<file path="src/hw/debug_timeout_pkg.sv">
// shared constants and types for the single-wire debug link time-out logic
// How it works
// handshake on: no time-out awaiting handshake
// handshake pulse re-arms 512-cycle time-out
// host retrieves data within 512 cycles
// expiry drops read, data gone
// after expiry, falling edge starts command
// partial transfer stalls 512+ cycles: soft-reset
// after soft-reset, edge starts new command
// gap counter restarts on edges, gated
package debug_timeout_pkg;

    // serial clock equals i_clk here; raise the divider if it runs slower
    localparam int TIMEOUT_SERIAL_CYCLES = 512;
    localparam int SERIAL_CLK_DIV        = 1;
    localparam int TIMEOUT_CYCLES        = TIMEOUT_SERIAL_CYCLES * SERIAL_CLK_DIV;
    localparam int TIMER_W               = $clog2(TIMEOUT_CYCLES + 1);

    // reset values
    localparam logic PIN_RESET   = 1'b1;
    localparam logic PULSE_RESET = 1'b0;
    localparam logic VALID_RESET = 1'b0;

    // gray coded along idle -> active -> wait -> ack
    typedef enum logic [1:0] {
        S_IDLE   = 2'b00,
        S_ACTIVE = 2'b01,
        S_WAIT   = 2'b11,
        S_ACK    = 2'b10
    } link_state_t;

    // receiver events, one-cycle pulses
    typedef struct packed {
        logic read_issued;
        logic ack_pulse;
        logic transfer_done;
    } link_events_t;

endpackage

</file>
<file path="src/hw/gap_timer.sv">
// saturating gap counter that restarts on request
`timescale 1ns/1ps
module gap_timer #(
    parameter int               WIDTH = 10,
    parameter logic [WIDTH-1:0] LIMIT = 10'h200
) (
    // clock and reset
    input  wire logic             i_clk,
    input  wire logic             i_rst,
    // control
    input  wire logic             i_restart,
    input  wire logic             i_enable,
    // status
    output logic [WIDTH-1:0]      o_count,
    output logic                  o_expired
);

    logic [WIDTH-1:0] count;
    logic [WIDTH-1:0] next_count;

    always_comb begin
        next_count = count;
        if (i_restart) begin
            next_count = '0;
        end else if (i_enable && count != LIMIT) begin
            next_count = count + 1'b1;
        end
    end

    always_ff @(posedge i_clk) begin
        if (i_rst) begin
            count <= '0;
        end else begin
            count <= next_count;
        end
    end

    assign o_count   = count;
    // count sitting at the limit with no restart in that cycle means the gap exceeded it
    assign o_expired = i_enable && (count == LIMIT) && !i_restart;

endmodule

</file>
<file path="src/hw/debug_serial_timeout.sv">
// time-out supervision of the single-wire debug link receiver
`timescale 1ns/1ps
module debug_serial_timeout #(
    parameter int TIMEOUT = debug_timeout_pkg::TIMEOUT_CYCLES
) (
    // clock and reset
    input  wire logic                            i_clk,
    input  wire logic                            i_rst,
    // single wire debug pin, sampled level
    input  wire logic                            i_single_wire_debug_pin,
    // receiver side
    input  wire logic                            i_ack_enable,
    input  wire debug_timeout_pkg::link_events_t i_events,
    // supervision results
    output logic                                 o_new_cmd_start,
    output logic                                 o_soft_reset,
    output logic                                 o_read_discard,
    output logic                                 o_data_valid,
    output debug_timeout_pkg::link_state_t       o_state
);

    localparam int TW = debug_timeout_pkg::TIMER_W;
    localparam logic [TW-1:0] LIMIT = TW'(TIMEOUT);

    debug_timeout_pkg::link_state_t state;
    debug_timeout_pkg::link_state_t next_state;
    logic          pin_q;
    logic          next_pin_q;
    logic          new_cmd_start;
    logic          next_new_cmd_start;
    logic          soft_reset;
    logic          next_soft_reset;
    logic          read_discard;
    logic          next_read_discard;
    logic          data_valid;
    logic          next_data_valid;
    logic          fall;
    logic          timer_restart;
    logic          timer_enable;
    logic          expired;
    logic [TW-1:0] gap_count;

    // pin is synchronous already, so a single history flop suffices
    assign fall = pin_q && !i_single_wire_debug_pin;

    // waiting for the handshake is unsupervised; ack re-arms the timer
    assign timer_enable  = (state == debug_timeout_pkg::S_ACTIVE) ||
                           (state == debug_timeout_pkg::S_ACK);
    assign timer_restart = fall || i_events.ack_pulse;

    gap_timer #(
        .WIDTH     (TW),
        .LIMIT     (LIMIT)
    ) u_gap_timer (
        .i_clk     (i_clk),
        .i_rst     (i_rst),
        .i_restart (timer_restart),
        .i_enable  (timer_enable),
        .o_count   (gap_count),
        .o_expired (expired)
    );

    always_comb begin
        next_state         = state;
        next_pin_q         = i_single_wire_debug_pin;
        next_new_cmd_start = 1'b0;
        next_soft_reset    = 1'b0;
        next_read_discard  = 1'b0;
        next_data_valid    = data_valid;
        case (state)
            debug_timeout_pkg::S_IDLE: begin
                // only a falling edge of the pin here opens a new command
                if (fall) begin
                    next_state         = debug_timeout_pkg::S_ACTIVE;
                    next_new_cmd_start = 1'b1;
                end
            end
            debug_timeout_pkg::S_ACTIVE: begin
                if (expired) begin
                    next_state      = debug_timeout_pkg::S_IDLE;
                    next_soft_reset = 1'b1;
                    next_data_valid = 1'b0;
                end else if (i_events.read_issued && i_ack_enable) begin
                    next_state      = debug_timeout_pkg::S_WAIT;
                    next_data_valid = 1'b1;
                end else if (i_events.read_issued) begin
                    // without handshake the read stays under supervision
                    next_data_valid = 1'b1;
                end else if (i_events.transfer_done) begin
                    next_state      = debug_timeout_pkg::S_IDLE;
                    next_data_valid = 1'b0;
                end
            end
            debug_timeout_pkg::S_WAIT: begin
                // host may linger here for any number of cycles
                if (i_events.ack_pulse) begin
                    next_state = debug_timeout_pkg::S_ACK;
                end
            end
            debug_timeout_pkg::S_ACK: begin
                if (expired) begin
                    next_state        = debug_timeout_pkg::S_IDLE;
                    next_read_discard = 1'b1;
                    next_data_valid   = 1'b0;
                end else if (fall) begin
                    // retrieval started, now a partial data transfer
                    next_state = debug_timeout_pkg::S_ACTIVE;
                end
            end
            default: begin
                next_state = debug_timeout_pkg::S_IDLE;
            end
        endcase
    end

    always_ff @(posedge i_clk) begin
        if (i_rst) begin
            state         <= debug_timeout_pkg::S_IDLE;
            pin_q         <= debug_timeout_pkg::PIN_RESET;
            new_cmd_start <= debug_timeout_pkg::PULSE_RESET;
            soft_reset    <= debug_timeout_pkg::PULSE_RESET;
            read_discard  <= debug_timeout_pkg::PULSE_RESET;
            data_valid    <= debug_timeout_pkg::VALID_RESET;
        end else begin
            state         <= next_state;
            pin_q         <= next_pin_q;
            new_cmd_start <= next_new_cmd_start;
            soft_reset    <= next_soft_reset;
            read_discard  <= next_read_discard;
            data_valid    <= next_data_valid;
        end
    end

    assign o_new_cmd_start = new_cmd_start;
    assign o_soft_reset    = soft_reset;
    assign o_read_discard  = read_discard;
    assign o_data_valid    = data_valid;
    assign o_state         = state;

    // the timer only expires exactly at its limit
    chk_expire_limit: assert property (@(posedge i_clk) disable iff (i_rst)
        expired |-> (gap_count == LIMIT) && (state != debug_timeout_pkg::S_WAIT))
        else $error("timer expired off its limit");

    chk_wait_untimed: assert property (@(posedge i_clk) disable iff (i_rst)
        (state == debug_timeout_pkg::S_WAIT && !i_events.ack_pulse)
        |=> (state == debug_timeout_pkg::S_WAIT) && !o_read_discard && !o_soft_reset)
        else $error("time-out applied while awaiting handshake");

    chk_ack_rearm: assert property (@(posedge i_clk) disable iff (i_rst)
        (state == debug_timeout_pkg::S_WAIT && i_events.ack_pulse)
        |=> (state == debug_timeout_pkg::S_ACK) && (gap_count == '0) ##1 (gap_count == 1))
        else $error("handshake did not re-arm the timer");

    chk_ack_expiry: assert property (@(posedge i_clk) disable iff (i_rst)
        (state == debug_timeout_pkg::S_ACK && expired)
        |=> o_read_discard && !o_data_valid && (state == debug_timeout_pkg::S_IDLE)
        ##1 !o_read_discard)
        else $error("expired read not discarded");

    chk_idle_edge: assert property (@(posedge i_clk) disable iff (i_rst)
        (state == debug_timeout_pkg::S_IDLE && fall)
        |=> o_new_cmd_start && (state == debug_timeout_pkg::S_ACTIVE) && (gap_count == '0))
        else $error("edge after expiry not taken as new command");

    chk_stall_reset: assert property (@(posedge i_clk) disable iff (i_rst)
        (state == debug_timeout_pkg::S_ACTIVE && expired)
        |=> o_soft_reset && !o_data_valid && (state == debug_timeout_pkg::S_IDLE))
        else $error("stalled transfer not soft-reset");

    chk_reset_idle: assert property (@(posedge i_clk) disable iff (i_rst)
        $rose(o_soft_reset) |-> (state == debug_timeout_pkg::S_IDLE) && !$past(fall))
        else $error("soft-reset did not return to idle");

    chk_count_restart: assert property (@(posedge i_clk) disable iff (i_rst)
        fall |=> (gap_count == '0))
        else $error("falling edge did not restart gap counter");

    chk_count_gated: assert property (@(posedge i_clk) disable iff (i_rst)
        (!timer_enable && !timer_restart) |=> $stable(gap_count))
        else $error("gap counter ran while not supervising");

    // supervised gaps must advance one serial cycle per clock
    chk_count_step: assert property (@(posedge i_clk) disable iff (i_rst)
        (timer_enable && !timer_restart && gap_count != LIMIT)
        |=> (gap_count == $past(gap_count) + 1'b1))
        else $error("gap counter did not advance");

    chk_count_bound: assert property (@(posedge i_clk) disable iff (i_rst)
        gap_count <= LIMIT)
        else $error("gap counter ran past its limit");

    // pending read must stay available however long the host waits
    chk_wait_valid: assert property (@(posedge i_clk) disable iff (i_rst)
        (state == debug_timeout_pkg::S_WAIT) |-> o_data_valid)
        else $error("read data lost while awaiting handshake");

    chk_discard_source: assert property (@(posedge i_clk) disable iff (i_rst)
        o_read_discard |-> ($past(state) == debug_timeout_pkg::S_ACK))
        else $error("read discarded outside post-handshake window");

    chk_soft_source: assert property (@(posedge i_clk) disable iff (i_rst)
        o_soft_reset |-> ($past(state) == debug_timeout_pkg::S_ACTIVE))
        else $error("soft-reset outside a partial transfer");

    // a receiver restart and a new command never overlap
    chk_pulse_exclusive: assert property (@(posedge i_clk) disable iff (i_rst)
        $onehot0({o_new_cmd_start, o_soft_reset, o_read_discard}))
        else $error("supervision pulses overlap");

    cov_stall: cover property (@(posedge i_clk) disable iff (i_rst)
        $rose(o_soft_reset));
    cov_discard: cover property (@(posedge i_clk) disable iff (i_rst)
        $rose(o_read_discard));
    cov_retrieve: cover property (@(posedge i_clk) disable iff (i_rst)
        (state == debug_timeout_pkg::S_ACK) && fall);
    cov_long_wait: cover property (@(posedge i_clk) disable iff (i_rst)
        (state == debug_timeout_pkg::S_WAIT) [*8] ##1 i_events.ack_pulse);
    // read without handshake stays under the gap timer
    cov_plain_read: cover property (@(posedge i_clk) disable iff (i_rst)
        (state == debug_timeout_pkg::S_ACTIVE) && i_events.read_issued && !i_ack_enable);

endmodule

</file>
<file path="config.mk">
export PLATFORM = sky130hd
export DESIGN_NAME = debug_serial_timeout
export DESIGN_NICKNAME = d
export VERILOG_FILES = /design/src/hw/debug_timeout_pkg.sv /design/src/hw/gap_timer.sv /design/src/hw/debug_serial_timeout.sv
export SDC_FILE = /design/constraint.sdc
export NUM_CORES = 1
export LEC_CHECK = 0
export BUFFER_PORTS_ARGS = -buffer_cell sky130_fd_sc_hd__buf_2
export CAP_MARGIN = 10
export CORE_MARGIN = 3
export CORE_UTILIZATION = 42
export DETAILED_ROUTE_END_ITERATION = 8
export SYNTH_ARGS = -nofsm -noshare
export SYNTH_HDL_FRONTEND = slang
export SYNTH_SLANG_ARGS = --single-unit
</file>
<file path="constraint.sdc">
create_clock -name i_clk -period 2.9 [get_ports i_clk]
set_clock_uncertainty 0.2 [all_clocks]
set_input_delay 0.145 -clock i_clk [delete_from_list [all_inputs] [get_ports i_clk]]
set_output_delay 0.145 -clock i_clk [all_outputs]
set_load 0.02 [all_outputs]
</file>
## Word level (Yosys, flattened, before mapping)

Cells that the tools add are included.

| word-level totals | value |
|---|---|
| input port bits | 7 |
| register bits | 17 |
| output and inout port bits | 6 |
| logic and storage cells | 54 |

| operators by class | value |
|---|---|
| add/subtract/negate cells | 1 |
| bitwise operators | 3 |
| equality and inequality tests | 10 |
| mux-type cells | 16 |
| reductions and logical operators | 17 |

Operators with widths:

| cell | number |
|---|---|
| two-way mux 2 bit | 7 |
| adder 10 x 1 -> 10 bit, second input constant | 1 |
| equality test 10 bit, second input constant | 1 |
| inequality test 10 bit, second input constant | 1 |
| inequality test 4 x 3 -> 1 bit, second input constant | 2 |
| one-hot mux 2 bit (4 select lines) | 1 |
| OR reduction 2 bit | 4 |
| two-way mux 1 bit | 7 |
| AND reduction 3 bit | 2 |
| logical AND 1 bit | 5 |
| inequality test 5 x 4 -> 1 bit, second input constant | 1 |
| equality test 2 bit, second input constant | 2 |
| inequality test 2 bit, second input constant | 2 |
| inverter 1 bit | 3 |
| equality test 2 x 1 -> 1 bit, second input constant | 1 |
| logical NOT 1 bit | 2 |
| logical NOT 2 bit | 1 |
| logical OR 1 bit | 2 |
| one-hot mux 1 bit (2 select lines) | 1 |
| nonzero test 2 bit | 1 |

## Depth between registers and ports, before layout

Gate-level depths: netlist (run 1).

| logic depth | value |
|---|---|
| word-level depth | 7 |
| gate-level depth with buffers | 8 |

## Modules after synthesis

From an unflattened synthesis (run 1), not the netlist that was laid out.

| second synthesis, totals | value |
|---|---|
| cell total of the unflattened synthesis | 119 |
| area, all modules | 1026.0 µm² |

By module, submodules not included:

| module | area each (µm²) | sequential area each (µm²) | cells an instance | instances |
|---|---|---|---|---|
| gap_timer | 635.6 | 200.2 | 76 | 1 |
| debug_serial_timeout | 390.4 | 140.1 | 43 | 1 |

## Worst setup path after synthesis (run 1)

Ideal clock, no wire load.

| timing | value |
|---|---|
| path kind | reg2reg |
| start point | register state[0], in the netlist o_state[0] |
| end point | register state[0], in the netlist o_state[0] |
| stages on the path, launching flop included | 9 |
| slack | 312 ps |
| period minus slack after synthesis | 2588 ps |
| data arrival time | 2256 ps |
| cell sequence | dfxtp_1 inv_1 ha_1 nand2_1 or4_1 buf_2 a41o_4 nor4b_2 a2111oi_2 |

| between the ends | value |
|---|---|
| cells in the longest elaborated chain, start to end | 6 |
| elaborated cells on any way between the ends | 15 |
| classes of those cells | 6 x eq/ne; 4 x mux; 5 x reduce/logical |

RTL lines:

| what | line | source |
|---|---|---|
| start, declared | debug_serial_timeout.sv:25 | `debug_timeout_pkg::link_state_t state;` |
| start signal, assigned | debug_serial_timeout.sv:118 | `state <= debug_timeout_pkg::S_IDLE;` |
| start signal, assigned | debug_serial_timeout.sv:125 | `state <= next_state;` |
| equality test 2 x 1 -> 1 bit / equality test 2 bit (equally long branches) | debug_serial_timeout.sv:47, debug_serial_timeout.sv:70, debug_serial_timeout.sv:48 |  |
| logical OR 1 bit | debug_serial_timeout.sv:47 | `assign timer_enable = (state == debug_timeout_pkg::S_ACTIVE) \|\|` |
| logical AND 1 bit (2 in series) | gap_timer.sv:40 | `assign o_expired = i_enable && (count == LIMIT) && !i_restart;` |
| inequality test 4 x 3 -> 1 bit (no line) (tied with other cells) | n/a |  |
| AND reduction 3 bit (no line) / one-hot mux 2 bit (4 select lines) (equally long branches) | n/a |  |

Several ways; a longest one is shown, not always the timed one.
A chain may end at the register's enable or synchronous reset.

## Worst setup path in the final report (run 1)

Ends and elaborated chain as after synthesis.

==> results of run 1 <==
==> kinds of logic (layout without fill, tap and decap cells) <==
| logic type | Yosys count | count (layout) |
|---|---|---|
| AOI/OAI and AO/OA | 12 | 12 |
| xor gates and xnor gates | 9 | 9 |
| adders and majority gates | 7 | 7 |
| buffers and inverters | 8 | 26 |
| DFF | 17 | 17 |
| and+or+nand+nor | 45 | 45 |
==> placed cells by master (no fill, tap or decap), drive strengths merged <==
cell type	count
or3	1
a2111oi	1
inv	6
a21oi	4
nand4b	1
nor3b	2
nand3b	1
o21ai	2
nor4bb	1
nor2	14
and3	2
nand3	2
and4	1
nand2b	1
nand4	4
o21bai	1
xnor2	2
nor2b	3
a41o	1
clkinv	1
xor2	7
buf	12
o21a	1
nor4	1
dlygate4sd3	4
or4	1
o41ai	1
or2	3
nor3	1
clkbuf	3
nor4b	1
nand2	5
ha	7
dfxtp	17
o31a	1
==> power by group <==
group / internal (W) / total [W] / leakage, nW / switching (W)
Clock: 0.0000514 / 0.000131 / 0.0177 / 0.0000798
Combinational: 0.0000288 / 0.0000639 / 0.267 / 0.0000351
Sequential: 0.000238 / 0.000242 / 0.138 / 0.00000373
==> worst register-to-register path, cell delays in order, from the launching register on <==
cell	delay (ns)
sky130_fd_sc_hd__dfxtp_1	0.41
sky130_fd_sc_hd__inv_1	0.12
sky130_fd_sc_hd__ha_1	0.39
sky130_fd_sc_hd__nand2_1	0.09
sky130_fd_sc_hd__or4_1	0.59
sky130_fd_sc_hd__a41o_4	0.32
sky130_fd_sc_hd__nor4b_2	0.29
sky130_fd_sc_hd__a2111oi_2	0.09
==> registers in the layout, summed over array words and instances (netlist names) <==
name                 count
o_soft_reset             1
o_new_cmd_start          1
pin_q                    1
u_gap_timer.o_count     10
o_read_discard           1
o_state                  2
o_data_valid             1
==> area by class of cell <==
cell class | count | area [sq um] | share of cell area, %
multi-input cells | 73 | 520.5 | 49.82
flip-flops and latches | 17 | 340.3 | 32.57
repair buffers | 16 | 100.1 | 9.581
well taps | 27 | 33.78 | 3.234
clock buffers | 3 | 22.52 | 2.156
inverters | 6 | 22.52 | 2.156
clock inverters | 1 | 5.005 | 0.4790
==> through the flow <==
stage / instance area (sq um) / util, % / setup WS [ns] / hold WS [ns] / std cells
floorplan: 892.1 / - / 0.3122 / 0.01386 / 98
global placement: 977.2 / 49.31 / 0.3788 / 0.1664 / 135
detailed placement: 977.2 / 49.31 / 0.2966 / 0.1677 / 135
CTS: 1045 / 52.71 / 0.2856 / 0.1288 / 143
global route: 1045 / 52.71 / 0.1164 / 0.1380 / 143
finish: 1045 / 52.71 / 0.2871 / 0.1332 / 143
==> metal layers <==
metal | part of all wire, % | wire length, um
met1 | 50 | 845
met2 | 43 | 727
met3 | 3.8 | 63
met4 | 2.3 | 39
met5 | 0 | 0
==> worst min-delay path by stage <==
stage,start,end,slack [ns],depth (start not counted)
floorplan,i_rst,o_state[0]$_SDFFE_PP0P_,0.01,1
global placement,i_single_wire_debug_pin,pin_q$_SDFF_PP1_,0.17,2
detailed placement,i_single_wire_debug_pin,pin_q$_SDFF_PP1_,0.17,2
CTS,i_events[1],o_state[0]$_SDFFE_PP0P_,0.13,4
global route,i_events[1],o_state[0]$_SDFFE_PP0P_,0.14,4
finish,i_events[1],o_state[0]$_SDFFE_PP0P_,0.13,4
==> timing repair <==
| item | in CTS | in global routing |
|---|---|---|
| hold endpoints to repair | 7 | 0 |
| setup endpoints to repair | 0 | 0 |
| hold buffers | 4 | 0 |
| resized for setup | 0 | 0 |
| buffers inserted | 0 | 0 |
==> flow_summary.ini, run 1 <==
[worst_setup_path]
cp_top_family = simple AND/OR/NAND/NOR gates
rr_startpoint = o_state[0]$_SDFFE_PP0P_
crit_end = o_state[0]$_SDFFE_PP0P_
cp-startpoint = o_state[0]$_SDFFE_PP0P_
worstReg2RegEnd = o_state[0]$_SDFFE_PP0P_
critical_path.max_stage_delay_ns = 0.59
reg2reg_setup_slack_ns = 0.29
worst_r2r_path_depth = 7
cp.depth = 7
worst_path_max_delay_cell = sky130_fd_sc_hd__or4_1
critical_path_arrival_ns = 2.60
cp-end-kind = flop
path_class = flop to flop
timing.critical_path.buf_inv = 1
crit_chain = inv_1, ha_1, nand2_1, or4_1, a41o_4, nor4b_2, a2111oi_2
worstPathMaxFanout = 6
crit_required_ns = 2.89
startpoint_type = flop

[yosys]
yosys.area_share.simple_pct = 28.47
synth_compound_gate_area_share_pct = 11.22
postSynthCellCount = 98
netlist.area_leader.share_pct = 38.15
dominant_combinational_cell_family_by_area_after_synthesis = simple AND/OR/NAND/NOR gates
synth-seq-area-share_pct = 38.15
ys_warn_count = 0
commonest_cells_in_the_netlist = sky130_fd_sc_hd__dfxtp_1 (17), sky130_fd_sc_hd__nor2_1 (14), sky130_fd_sc_hd__ha_1 (7), sky130_fd_sc_hd__xor2_1 (7), sky130_fd_sc_hd__inv_1 (6)
post_synth_num_cell_types = 35
synth_async_sr_flop_share_pct = 0
syn-mean-instance-area_sq_um = 9.103
synth_largest_area_cell = sky130_fd_sc_hd__dfxtp_1
mappedNetlistNets = 112
ys_dominant_reg_cell = sky130_fd_sc_hd__dfxtp_1
synth-xor-area-share_pct = 8.836
synth_mux_area_share_pct = 0
synth_adder_area_share_pct = 9.818
synth_edf_count = 0
syn_area_sq_um = 892.1
yosys.cell_count.top_type = sky130_fd_sc_hd__dfxtp_1
synth.area.top_cells = sky130_fd_sc_hd__dfxtp_1 (38%), sky130_fd_sc_hd__ha_1 (9.8%), sky130_fd_sc_hd__xor2_1 (6.9%), sky130_fd_sc_hd__nor2_1 (5.9%), sky130_fd_sc_hd__nand4_1 (2.8%)
synth-seq-cells = 17

[global_route]
grt_antenna_before_repair = 0
grt_most_used_layer = met2
grt_pass1_vias = 632
overflow = 0
globalRouteMet3Util_pct = 2.579
use_met2_pct = 20.71
grt_first_pass_wirelength_mm = 2.773
grt_use_total_pct = 14.19
grt_util_met1_pct = 18.88
grt_start_max_net_pins = 11

[cells_and_area]
ratio_of_cells_with_drive_above_1_in_the_final_layout_pct = 20.69
areaGrowthSynthToFinish_pct = 17.11
fin_nets = 131
fill_cells = 185
insertedDiodeCount = 0

[pwr]
power.leakage_nw = 0.4230
power_per_unit_of_standard_cell_area_nw_per_um2 = 418.4
max-vdd-ir-drop_mv = 0.2139
total_power_w = 0.0004371

[timing]
fmax_mhz = 382.7
setup_repair_after_global_routing_missed_its_margin = no
finalHoldViolations = 0
period_needed_ns = 2.613
report.final.slew_viol_count = 0
final.setup.tns_ns = 0
timing_worst_slew_pin_value_ns = 0.5994
setup-violations-final = 0
slew-limit-headroom_pct = 59.49
finalCritPeriodShare_pct = 90.10

[drt]
drt_iter0_markers = 18
routed_wire_length_per_instance_um = 11.72
route.antenna.remaining_nets = 0
wirelength_mm = 1.676
firstDrtPassIters = 4
detail_route.drc_violations = 0
detailed_route_via_count = 719
viasPerCell = 5.028

[placement]
gp_congestion = 0.7719
io_buffers = 12
hpwl_mm = 1.216

[die]
die_area_sq_um = 2713
num_rows = 16
die_y_um = 52.09
starting_density_of_the_core_pct = 45.01
core_region_area_sq_um = 1982
die_width_um = 52.09
top_level_ports = 13

[min_path]
hold_path_class = input port to flop

[clock_tree]
numClockSinks = 17
cts_buffers = 3
cts_root_buf = sky130_fd_sc_hd__clkbuf_4
clk_pin_slew_worst_paths_ns = 0.11
cts_tree = yes
clk_latency_ns = 0.30
clock_path_buffers = 2
cts.htree.levels = 1

[flow_run]
max_cap_viol_count = 0

[status]
run_status = finished clean
(Power assumes the default switching activity.)
==> inputs of run 2 (changes only) <==
PLACE_DENSITY = 0.72   (was not set)
==> run 2 against run 1 <==
  * Fmax hardly changed
  * Flip-flop and latch count unchanged
  * First-iteration DRC count shrank 39%
  * Critical endpoint unchanged
  * Critical path depth unchanged
==> flow_summary.ini, run 2 (same netlist as run 1, synthesis figures left out) <==
[status]
run_status = finished clean

[cells_and_area]
mostFrequentLayoutCells = sky130_fd_sc_hd__dfxtp_1 (17), sky130_fd_sc_hd__nor2_1 (14), sky130_fd_sc_hd__buf_2 (12), sky130_fd_sc_hd__xor2_1 (7), sky130_fd_sc_hd__ha_1 (7)
ratio_of_cells_with_drive_above_1_in_the_final_layout_pct = 19.83
fin_nets = 131
areaGrowthSynthToFinish_pct = 16.97
largest_register_ffs = 10
insertedDiodeCount = 0
final_core_util_pct = 52.65
non_filler_cell_area_final_sq_um = 1044
layout_commonest_cell = sky130_fd_sc_hd__dfxtp_1

[timing]
final.setup.tns_ns = 0
finalHoldViolations = 0
slew-limit-headroom_pct = 62.67
report.final.slew_viol_count = 0
timing_worst_slew_pin_value_ns = 0.5524
setup_repair_after_global_routing_missed_its_margin = no
fmax_mhz = 382.6
setup-violations-final = 0
finalCritPeriodShare_pct = 90.13
period_needed_ns = 2.614

[pwr]
max-vdd-ir-drop_mv = 0.3007
power.combinational.fraction_pct = 14.9
power.leakage_nw = 0.4202
power.net_switching_w = 0.0001075
clockPowerShare_pct = 28.5
seqPwrFrac_pct = 56.6
switching_share_pct = 25.13
p_int_w = 0.0003203
power_per_unit_of_standard_cell_area_nw_per_um2 = 410.0

[clock_tree]
clock_path_buffers = 2
numClockSinks = 17
cts_tree = yes
cts.htree.levels = 1
cts_root_buf = sky130_fd_sc_hd__clkbuf_4
clk_pin_slew_worst_paths_ns = 0.09
cts_buffers = 3
clk_latency_ns = 0.29
postCtsSetupBuffers = 0

[global_route]
grt_start_max_net_pins = 11
grt_antenna_before_repair = 0
grt_pass1_vias = 662
grt_first_pass_wirelength_mm = 2.787
grt_use_total_pct = 13.75
overflow = 0

[drt]
wl_met2_um = 738
drt_iter0_markers = 11
viasPerCell = 5.126
route.antenna.remaining_nets = 0
detailed_route_via_count = 733
highest_routed_metal_layer = met4
drt-met1-wl_um = 773
firstDrtPassIters = 2
routed_wire_length_per_instance_um = 11.24
detail_route.drc_violations = 0
wirelength_mm = 1.607
dr_wl_met3_um = 77

[worst_setup_path]
critical_path_arrival_ns = 2.58
cp-end-kind = flop
rr_startpoint = o_state[0]$_SDFFE_PP0P_
worst_r2r_path_depth = 7
crit_required_ns = 2.87
path_class = flop to flop
worst_path_max_delay_cell = sky130_fd_sc_hd__or4_1
worstPathMaxFanout = 6
cp.depth = 7
crit_chain = inv_1, ha_1, nand2_1, or4_1, a41o_4, nor4b_2, a2111oi_2
crit_end = o_state[0]$_SDFFE_PP0P_
cp-startpoint = o_state[0]$_SDFFE_PP0P_
worstReg2RegEnd = o_state[0]$_SDFFE_PP0P_
startpoint_type = flop
cp_top_family = simple AND/OR/NAND/NOR gates
critical_path.max_stage_delay_ns = 0.59
reg2reg_setup_slack_ns = 0.29
timing.critical_path.buf_inv = 1

[die]
core_region_area_sq_um = 1982
die_width_um = 52.09
top_level_ports = 13
die_y_um = 52.09
starting_density_of_the_core_pct = 45.01
num_rows = 16
die_area_sq_um = 2713

[flow_run]
max_cap_viol_count = 0

[placement]
gp_congestion = 0.8242
hpwl_mm = 1.241
io_buffers = 12
placed_area_sq_um = 977.2

[min_path]
hold_path.startpoint = i_events[1]
hold_path_class = input port to flop
run 2: cell count changes in the layout (fill, tap and decap cells not counted), sizes merged:
cell    change
clkbuf      +1
clkinv      -1
run 2: worst min-delay path: stages:
cell                        delay, ns
sky130_fd_sc_hd__buf_2           0.11
sky130_fd_sc_hd__nor2b_1         0.13
sky130_fd_sc_hd__a41o_4          0.14
sky130_fd_sc_hd__a2111oi_2       0.06
run 2: repair_timing:
item,4_1_cts,5_1_grt
hold buffers,4,0
resized for setup,0,0
hold endpoints to repair,7,0
run 2: through the flow:
step,cells,total power [W],setup slack (ns),hold WS (ns)
2_1_floorplan,98,0.0002894,0.3122,0.01386
3_3_place_gp,135,0.0003053,0.3969,0.1633
3_5_place_dp,135,0.0003070,0.2972,0.1717
4_1_cts,143,0.0004332,0.2778,0.1584
5_1_grt,143,0.0004506,0.1411,0.1856
6_report,143,0.0004278,0.2861,0.1555
run 2: worst min path at each step:
stage | to | depth (start not counted)
finish | o_state[0]$_SDFFE_PP0P_ | 4
detailed placement | pin_q$_SDFF_PP1_ | 2
CTS | o_state[0]$_SDFFE_PP0P_ | 4
global route | o_state[0]$_SDFFE_PP0P_ | 4
global placement | pin_q$_SDFF_PP1_ | 2
floorplan | o_state[0]$_SDFFE_PP0P_ | 1
run 2: per-layer routing:
| metal | vias up | GRT usage (%) |
|---|---|---|
| met4 | 0 | 4.367 |
| met3 | 4 | 5.731 |
| met1 | 343 | 18.17 |
| met2 | 12 | 20.08 |
| met5 | - | 0 |
| li1 | 374 | - |
run 2: power groups by stage:
stage          registers (W)  clock network, W   logic, W
2_1_floorplan       0.000251                 0  0.0000380
6_report            0.000242          0.000122  0.0000637
3_5_place_dp        0.000247                 0  0.0000596
3_3_place_gp        0.000247                 0  0.0000585
5_1_grt             0.000243          0.000137  0.0000705
4_1_cts             0.000242          0.000127  0.0000638
run 2: cell type report:
cell class	instances	area, sq um
Sequential cell	17	340.3
Multi-Input combinational cell	73	520.5
Tap cell	27	33.78
Inverter	6	22.52
Fill cell	183	938.4
Clock buffer	4	26.28
Timing Repair Buffer	16	100.1
